[config.mk]
export PLATFORM = sky130hd
export DESIGN_NAME = dcw_top
export DESIGN_NICKNAME = d
export VERILOG_FILES = /design/src/inc/dcw_pkg.sv /design/src/hw/dcw_top.sv /design/src/hw/dcw_timeout.sv
export SDC_FILE = /design/constraint.sdc
export NUM_CORES = 1
export LEC_CHECK = 0
export BUFFER_PORTS_ARGS = -buffer_cell sky130_fd_sc_hd__buf_4
export CORE_UTILIZATION = 60
export CTS_CLUSTER_DIAMETER = 150
export DETAILED_ROUTE_END_ITERATION = 10
export GPL_TIMING_DRIVEN = 0
export PLACE_DENSITY = 0.92
export SYNTH_ARGS = -nofsm -noshare
export SYNTH_HDL_FRONTEND = slang
export SYNTH_HIERARCHICAL = 1
export SYNTH_SLANG_ARGS = --single-unit
[constraint.sdc]
create_clock -name clk_sys_in -period 11.7 [get_ports clk_sys_in]
set_clock_uncertainty 0.1 [all_clocks]
set_input_delay 1.17 -clock clk_sys_in [delete_from_list [all_inputs] [get_ports clk_sys_in]]
set_output_delay 1.17 -clock clk_sys_in [all_outputs]
set_load 0.05 [all_outputs]
[src/inc/dcw_pkg.sv]
// Constants and types shared by the dual communication watchdog.
// Assumes a single 10 MHz system clock and 16-bit register data.
package dcw_pkg;

	// Register offsets on the register access port.
	localparam logic [15:0] REG_TICK_DIVIDER = 16'h0400;
	localparam logic [15:0] REG_LOCAL_COUNT = 16'h0410;
	localparam logic [15:0] REG_BUS_COUNT = 16'h0420;

	// Values after reset.
	localparam logic [15:0] DIV_RESET = 16'h09C2;
	localparam logic [15:0] BUS_COUNT_RESET = 16'h03E8;
	localparam logic [15:0] LOCAL_COUNT_RESET = 16'h03E8;

	// Timing: one watchdog tick is (divider + 2) base ticks of 40 ns, or one clock cycle at divider 0.
	localparam int CLK_PERIOD_NS = 100;
	localparam int BASE_TICK_NS = 40;
	localparam int QUANTUM_NS = 20;
	localparam int ACC_W = 19;
	localparam logic [ACC_W-1:0] CLK_STEP = ACC_W'(CLK_PERIOD_NS / QUANTUM_NS);
	localparam logic [ACC_W-1:0] BASE_STEP = ACC_W'(BASE_TICK_NS / QUANTUM_NS);
	localparam logic [ACC_W-1:0] DIV_OFFSET = 19'h00002;

	// One register access request, taken in the cycle it is presented.
	typedef struct packed {
		logic wr;
		logic rd;
		logic [15:0] addr;
		logic [15:0] wdata;
	} dcw_reg_req_s;

	// Read answer, valid for one cycle.
	typedef struct packed {
		logic valid;
		logic [15:0] data;
	} dcw_reg_rsp_s;

	// Watchdog status seen by the rest of the controller.
	typedef struct packed {
		logic bus_expired;
		logic local_expired;
		logic safe_active;
	} dcw_status_s;

endpackage

[src/hw/dcw_top.sv]
// Dual communication watchdog with shared tick divider and safe-state output.
// Assumes activity strobes and process data come from logic on clk_sys_in.
//
// Summary of operation
// - Two independent watchdogs, bus side and local interface, each default to 100 ms.
// - The tick divider register at 0x0400 sets the tick period of both watchdogs.
// - Each watchdog has its own count register, 0x0410 local and 0x0420 bus side.
// - The bus-side watchdog restarts on each good exchange and trips after its timeout.
// - Bus-side expiry leaves the slave's communication state untouched.
// - A tripped bus-side watchdog stays tripped until a good process data access or a bus-side count of zero.
// - The local watchdog trips when the local interface is silent past its timeout.
// - A tick lasts divider plus 2 base ticks of 40 ns, or one 100 ns clock at divider 0; timeout is tick times count.
// - Divider resets to 2498 and bus-side count to 1000, giving 100 ms.
// - A bus-side count of zero disables that watchdog and never forces safe state.
// - On expiry the outputs are driven to the preset safe value.
`timescale 1ns/1ps
module dcw_top (
	input wire logic clk_sys_in,
	input wire logic rst_n_in,
	input wire dcw_pkg::dcw_reg_req_s reg_req_in,
	output dcw_pkg::dcw_reg_rsp_s reg_rsp_out,
	input wire logic bus_exchange_ok_in,
	input wire logic local_access_in,
	input wire logic [15:0] process_data_in,
	input wire logic [15:0] safe_value_in,
	output logic [15:0] output_out,
	output dcw_pkg::dcw_status_s status_out
);

	logic [15:0] div;
	logic [15:0] next_div;
	logic [15:0] bus_count;
	logic [15:0] next_bus_count;
	logic [15:0] local_count;
	logic [15:0] next_local_count;
	dcw_pkg::dcw_reg_rsp_s rsp;
	dcw_pkg::dcw_reg_rsp_s next_rsp;
	logic div_write;

	// Register writes and registered read answers.
	always_comb begin
		next_div = div;
		next_bus_count = bus_count;
		next_local_count = local_count;
		div_write = 1'b0;
		if (reg_req_in.wr) begin
			case (reg_req_in.addr)
				dcw_pkg::REG_TICK_DIVIDER: begin
					next_div = reg_req_in.wdata;
					div_write = 1'b1;
				end
				dcw_pkg::REG_LOCAL_COUNT: next_local_count = reg_req_in.wdata;
				dcw_pkg::REG_BUS_COUNT: next_bus_count = reg_req_in.wdata;
				default: next_div = div;
			endcase
		end
		next_rsp.valid = reg_req_in.rd;
		case (reg_req_in.addr)
			dcw_pkg::REG_TICK_DIVIDER: next_rsp.data = div;
			dcw_pkg::REG_LOCAL_COUNT: next_rsp.data = local_count;
			dcw_pkg::REG_BUS_COUNT: next_rsp.data = bus_count;
			default: next_rsp.data = 16'h0000;
		endcase
		if (!reg_req_in.rd) begin
			next_rsp.data = 16'h0000;
		end
	end

	// Register storage with documented reset values.
	always_ff @(posedge clk_sys_in or negedge rst_n_in) begin
		if (!rst_n_in) begin
			div <= dcw_pkg::DIV_RESET;
			bus_count <= dcw_pkg::BUS_COUNT_RESET;
			local_count <= dcw_pkg::LOCAL_COUNT_RESET;
			rsp <= '0;
		end else begin
			div <= next_div;
			bus_count <= next_bus_count;
			local_count <= next_local_count;
			rsp <= next_rsp;
		end
	end

	assign reg_rsp_out = rsp;

	logic [dcw_pkg::ACC_W-1:0] acc;
	logic [dcw_pkg::ACC_W-1:0] next_acc;
	logic [dcw_pkg::ACC_W-1:0] acc_sum;
	logic [dcw_pkg::ACC_W-1:0] acc_rem;
	logic [dcw_pkg::ACC_W-1:0] thr;
	logic tick_now;
	logic tick;
	logic next_tick;

	// Fractional tick divider in 20 ns quanta: the clock adds 5, a base tick weighs 2.
	// A divider of 0 asks for 80 ns ticks, faster than the clock, so they saturate at one
	// per cycle.
	// The remainder is clamped below one tick, so saturation or a smaller divider never
	// leaves a backlog that would fire a burst of early ticks later.
	always_comb begin
		thr = ({3'h0, div} + dcw_pkg::DIV_OFFSET) * dcw_pkg::BASE_STEP;
		acc_sum = acc + dcw_pkg::CLK_STEP;
		acc_rem = acc_sum - thr;
		tick_now = (acc_sum >= thr);
		if (!tick_now) begin
			next_acc = acc_sum;
		end else if (acc_rem >= thr) begin
			next_acc = thr - 19'h00001;
		end else begin
			next_acc = acc_rem;
		end
		next_tick = tick_now;
	end

	// Tick divider state.
	always_ff @(posedge clk_sys_in or negedge rst_n_in) begin
		if (!rst_n_in) begin
			acc <= '0;
			tick <= 1'b0;
		end else begin
			acc <= next_acc;
			tick <= next_tick;
		end
	end

	logic bus_expired;
	logic local_expired;

	// Bus-side watchdog, restarted by each good process data exchange.
	dcw_timeout u_bus_wd (
		.clk_sys_in(clk_sys_in),
		.rst_n_in(rst_n_in),
		.tick_in(tick),
		.kick_in(bus_exchange_ok_in),
		.count_in(bus_count),
		.expired_out(bus_expired)
	);

	// Local-interface watchdog, restarted by any local processor access.
	dcw_timeout u_local_wd (
		.clk_sys_in(clk_sys_in),
		.rst_n_in(rst_n_in),
		.tick_in(tick),
		.kick_in(local_access_in),
		.count_in(local_count),
		.expired_out(local_expired)
	);

	logic safe;
	logic [15:0] out_q;
	logic [15:0] next_out;

	// Output stage: expiry swaps in the safe value, nothing else reacts to it.
	// The communication state machine never sees the expiry flags.
	always_comb begin
		safe = bus_expired || local_expired;
		next_out = safe ? safe_value_in : process_data_in;
	end

	// Output register.
	always_ff @(posedge clk_sys_in or negedge rst_n_in) begin
		if (!rst_n_in) begin
			out_q <= 16'h0000;
		end else begin
			out_q <= next_out;
		end
	end

	assign output_out = out_q;
	assign status_out.bus_expired = bus_expired;
	assign status_out.local_expired = local_expired;
	assign status_out.safe_active = safe;

	logic [17:0] gap;
	logic gap_valid;

	// Helper counting cycles between ticks, valid while the divider is steady.
	always_ff @(posedge clk_sys_in or negedge rst_n_in) begin
		if (!rst_n_in) begin
			gap <= 18'h00001;
			gap_valid <= 1'b0;
		end else begin
			if (tick_now) begin
				gap <= 18'h00001;
			end else if (gap != 18'h3FFFF) begin
				gap <= gap + 18'h00001;
			end
			if (div_write) begin
				gap_valid <= 1'b0;
			end else if (tick_now) begin
				gap_valid <= (next_acc < dcw_pkg::CLK_STEP);
			end
		end
	end
endmodule

[src/hw/dcw_timeout.sv]
// One watchdog timer counting shared ticks since the last traffic event.
// Assumes tick_in and kick_in are one-cycle pulses on the same clock.
`timescale 1ns/1ps
module dcw_timeout (
	input wire logic clk_sys_in,
	input wire logic rst_n_in,
	input wire logic tick_in,
	input wire logic kick_in,
	input wire logic [15:0] count_in,
	output logic expired_out
);

	logic [15:0] elapsed;
	logic [15:0] next_elapsed;
	logic expired;
	logic next_expired;

	// Traffic restarts the timer and clears expiry; a zero count disables it.
	always_comb begin
		next_elapsed = elapsed;
		next_expired = expired;
		if (kick_in) begin
			next_elapsed = 16'h0000;
			next_expired = 1'b0;
		end else if (count_in == 16'h0000) begin
			next_elapsed = 16'h0000;
			next_expired = 1'b0;
		end else if (tick_in && !expired) begin
			next_elapsed = elapsed + 16'h0001;
			if (elapsed + 16'h0001 >= count_in) begin
				next_expired = 1'b1;
			end
		end
	end

	// Timer state registers.
	always_ff @(posedge clk_sys_in or negedge rst_n_in) begin
		if (!rst_n_in) begin
			elapsed <= 16'h0000;
			expired <= 1'b0;
		end else begin
			elapsed <= next_elapsed;
			expired <= next_expired;
		end
	end

	assign expired_out = expired;
endmodule

==> parameters.txt <==
Parameter                              Value

STA
  Setup repair after global routing missed its margin    no
  Final worst path period need    6.52 ns
  F_max    around 0.15 GHz
  Final TNS setup    0 ns
  Final cycle utilization of the critical path    0.558
  Total setup violations reported at the end of the flow    0
  Final hold vios    0
  Worst rel slew slack    0.487
  Slew at the pin with the worst max-slew slack    between 0.7 and 0.8 ns
  Max-slew violations    0

Worst setup path
  Top cell by count, worst path    ha_1
  Arrival @ worst endpoint    6.73 ns
  Data required time at the worst endpoint    11.91 ns
  Master of the slowest instance on the critical path    dfstp_2
  Category of the critical setup timing path    reg -> reg
  Critical-path cell list    ha_1 > buf_2 > nand4_1 > nor2_1 > nand3_1 > xor2_1 > ha_1 > a21o_1 > a211o_1 > a221o_1 > a21o_1 > and2_4 > xor2_1 > ha_1 > a2111oi_0 > nand3_1 > a31o_2 > a211oi_4 > buf_6 > mux2_2 > mux2_2
  Worst-path fanout max    10
  CP delay by family, top    compound AO/OA/AOI/OAI gates
  Element type at the critical path end    flip-flop
  Type of origin of the critical path    flip-flop
  Slowest cell delay on critical path    roughly 0.7 ns
  CP Buf/Inv Count    2

Floorplan
  Row count    45
  Horiz. Die Dim    127 um
  Initial cell density of the core    0.616
  Area of the die    16200 um^2
  Core area    approximately 15000 um^2
  Top Ports    approximately 110
  Die Height    ~130 um

Cells and area
  Antenna diode count    0
  Total number of nets in the final design    1223
  Share of cells above drive strength 1    0.269
  Number of filler cells placed in the layout    1005
  Most common cell after layout, fill and taps aside    dfrtp_1
  Register area    ~3400 um^2
  Final core area utilization    0.727
  Area occupied by multi-input gates    5630 um^2
  Relative area change from synthesis to final layout    18.0%
  Commonest cells after routing, fill and taps aside    118 x dfrtp_1, 107 x buf_4, 84 x mux2_2, 73 x ha_1, 71 x nor2_1

Detailed routing
  Average via count per standard cell    roughly 6.3
  Count of vias placed by the detailed router    8230
  Routed length per instance    19.5 um
  Post-detailed-routing wire length    25400 um
  Post-detailed-route count of antenna-violating nets    0
  First-pass DRT Iterations    8
  Drc violations    0
  Metal2 WL    approximately 13000 um
  Detail Route met3 WL    1680 um
  Uppermost signal routing layer after detailed routing    met4
  Iter 0 DRT Violations    slightly below 800
  M1 wire length    9740 um

Placed design
  HPWL reported at the end of detailed placement    18100 um
  Final weighted congestion of routability-driven global placement    0.921
  Number of buffers added on ports    105

Clock network
  Clk Latency, worst-skew pair    0.42 ns
  Master cell of the clock root buffer    clkbuf_16
  Number of clock sinks seen by CTS    135
  CTS tree    built
  Maximum buffer depth of the clock tree    2
  Total setup buffers inserted after CTS    0
  Htree depth    4
  Gates resized, CTS repair    0
  Clock-pin transition on the worst setup and hold timing paths    0.06 ns
  Number of hold-repair buffers added at the cts stage    0
  Number of buffers created by CTS    17

GRT
  Aggregate global-route resource usage    0.325
  Total congestion overflow after global routing    0
  Largest net degree at the start of global routing    70
  Global-route wire length before repair    approximately 41000 um
  Vias in the first global route    slightly above 8000
  Number of antenna violations at the first check in global routing    0

Run status
  Outcome    completed

Logic synthesis
  Avg Synthesized Cell Area    9.86 um^2
  Number of synthesized register bits    roughly 140
  Synthesized netlist net count    between 1000 and 1500
  Post-synth ARST share    1.00
  Predominant post-synthesis flop cell    dfrtp_1
  Distinct cell type count after synthesis    74
  Number of cells produced by synthesis    around 950
  Total number of yosys warnings    6
  Number of enable flip-flop cells after synthesis    0
  Sequential fraction of the synthesis area    0.361
  Area of the mapped netlist    9410 um^2

Power
  Pwr/cell area    about 180 nW/um^2
  Highest ir drop seen on vdd    0.120 mV
  Leakage power    4.93 nW

Worst hold path
  Hold crit path type    reg -> reg

Job
  Number of violations of the max-capacitance limit    0
[report_power, final]
| part | switching, mW | internal [mW] | leakage (nW) | total [mW] |
|---|---|---|---|---|
| combinational | 0.524 | 0.445 | 2.87 | 0.969 |
| clock | 0.204 | 0.346 | 0.300 | 0.550 |
| sequential | 0.0247 | 0.496 | 1.76 | 0.520 |
| total | 0.753 | 1.29 | 4.93 | 2.04 |
[worst paths after layout]
kind	start	to	slack (ns)	cells after the start
worst max register to register	div[1]	acc[15]	5.18	21
worst min-delay path	acc[0]	acc[0]	0.43	1
worst max-delay path	div[1]	acc[15]	5.18	21
max in group asynchronous	rst_n_in	local_count[5]	10.04	2
worst min register to register	acc[0]	acc[0]	0.43	1
min in group asynchronous	rst_n_in	acc[16]	0.66	1
[cells in the mapped netlist, types with 4 or more instances]
| library cell | instances | area share |
|---|---|---|
| and3_1 | 10 | 0.0067 |
| nor2_1 | 71 | 0.028 |
| mux2i_1 | 12 | 0.013 |
| mux2_2 | 84 | 0.10 |
| o21a_1 | 6 | 0.0048 |
| ha_1 | 73 | 0.097 |
| o21ai_0 | 32 | 0.017 |
| a222oi_1 | 16 | 0.017 |
| or2_2 | 4 | 0.0027 |
| a21o_1 | 4 | 0.0032 |
| and4_1 | 5 | 0.0047 |
| xnor2_1 | 53 | 0.049 |
| nand3_2 | 4 | 0.0043 |
| nor3_1 | 13 | 0.0069 |
| nand2_1 | 54 | 0.022 |
| clkbuf_1 | 23 | 0.0092 |
| nor4_1 | 27 | 0.018 |
| nand2b_1 | 12 | 0.0080 |
| nand4_1 | 29 | 0.019 |
| o21bai_1 | 4 | 0.0032 |
| buf_2 | 18 | 0.0096 |
| dfstp_2 | 17 | 0.047 |
| a21oi_1 | 43 | 0.023 |
| nand3_1 | 33 | 0.018 |
| nor2b_1 | 5 | 0.0033 |
| dfrtp_1 | 118 | 0.31 |
| inv_1 | 43 | 0.017 |
| and2_1 | 6 | 0.0040 |
| xor2_1 | 51 | 0.047 |
| or3_1 | 14 | 0.0093 |
[layer usage]
layer	up-vias	GRT usage
met3	88	0.0683
met4	0	0.141
met1	3999	0.377
met5	-	0
met2	407	0.581
li1	3736	-
[sequential cells by signal (all words and copies together), names as in the netlist]
| signal | flops |
|---|---|
| u_bus_wd/elapsed | 16 |
| u_bus_wd/expired_out | 1 |
| tick | 1 |
| output_out | 16 |
| bus_count | 16 |
| reg_rsp_out | 17 |
| u_local_wd/elapsed | 16 |
| u_local_wd/expired_out | 1 |
| acc | 19 |
| local_count | 16 |
| div | 16 |
[cell type report]
type | count | share of cell area
plain buffers | 45 | 0.0189
repair buffers | 106 | 0.0739
clock inverters | 12 | 0.0134
clock buffers | 20 | 0.0412
flip-flops and latches | 135 | 0.306
well taps | 211 | 0.0238
inverters | 44 | 0.0149
multi-input cells | 730 | 0.507
[logic make-up after synthesis]
group	Yosys count	synth area share
multiplexers	96	0.113
buffers and inverters	89	0.0399
adder cells (fa/ha/maj)	74	0.0992
XOR/XNOR	106	0.100
AO/OA/AOI/OAI	145	0.108
AND/OR/NAND/NOR	309	0.177
flip-flops	135	0.361
[metrics by stage]
step / instance area [um^2] / power [mW] / instances / setup WS, ns / hold slack [ns]
2_1_floorplan: 9410 / 1.25 / 954 / 6.18 / 0.374
3_3_place_gp: 10500 / 1.44 / 1270 / 5.49 / 0.411
3_5_place_dp: 10500 / 1.47 / 1271 / 5.32 / 0.418
4_1_cts: 11100 / 2.03 / 1303 / 5.25 / 0.428
5_1_grt: 11100 / 2.16 / 1303 / 4.94 / 0.463
6_report: 11100 / 2.04 / 1303 / 5.18 / 0.428
[worst reg2reg max path: stages, from the launching register on]
cell and delay [ns]:
dfstp_2 0.69, ha_1 0.21, buf_2 0.20, nand4_1 0.15, nor2_1 0.23, nand3_1 0.15
xor2_1 0.39, ha_1 0.39, a21o_1 0.21, a211o_1 0.30, a221o_1 0.26, a21o_1 0.18
and2_4 0.18, xor2_1 0.17, ha_1 0.23, a2111oi_0 0.51, nand3_1 0.16, a31o_2 0.27
a211oi_4 0.56, buf_6 0.26, mux2_2 0.34, mux2_2 0.26
Note: power is estimated with default switching activity, not from simulation.
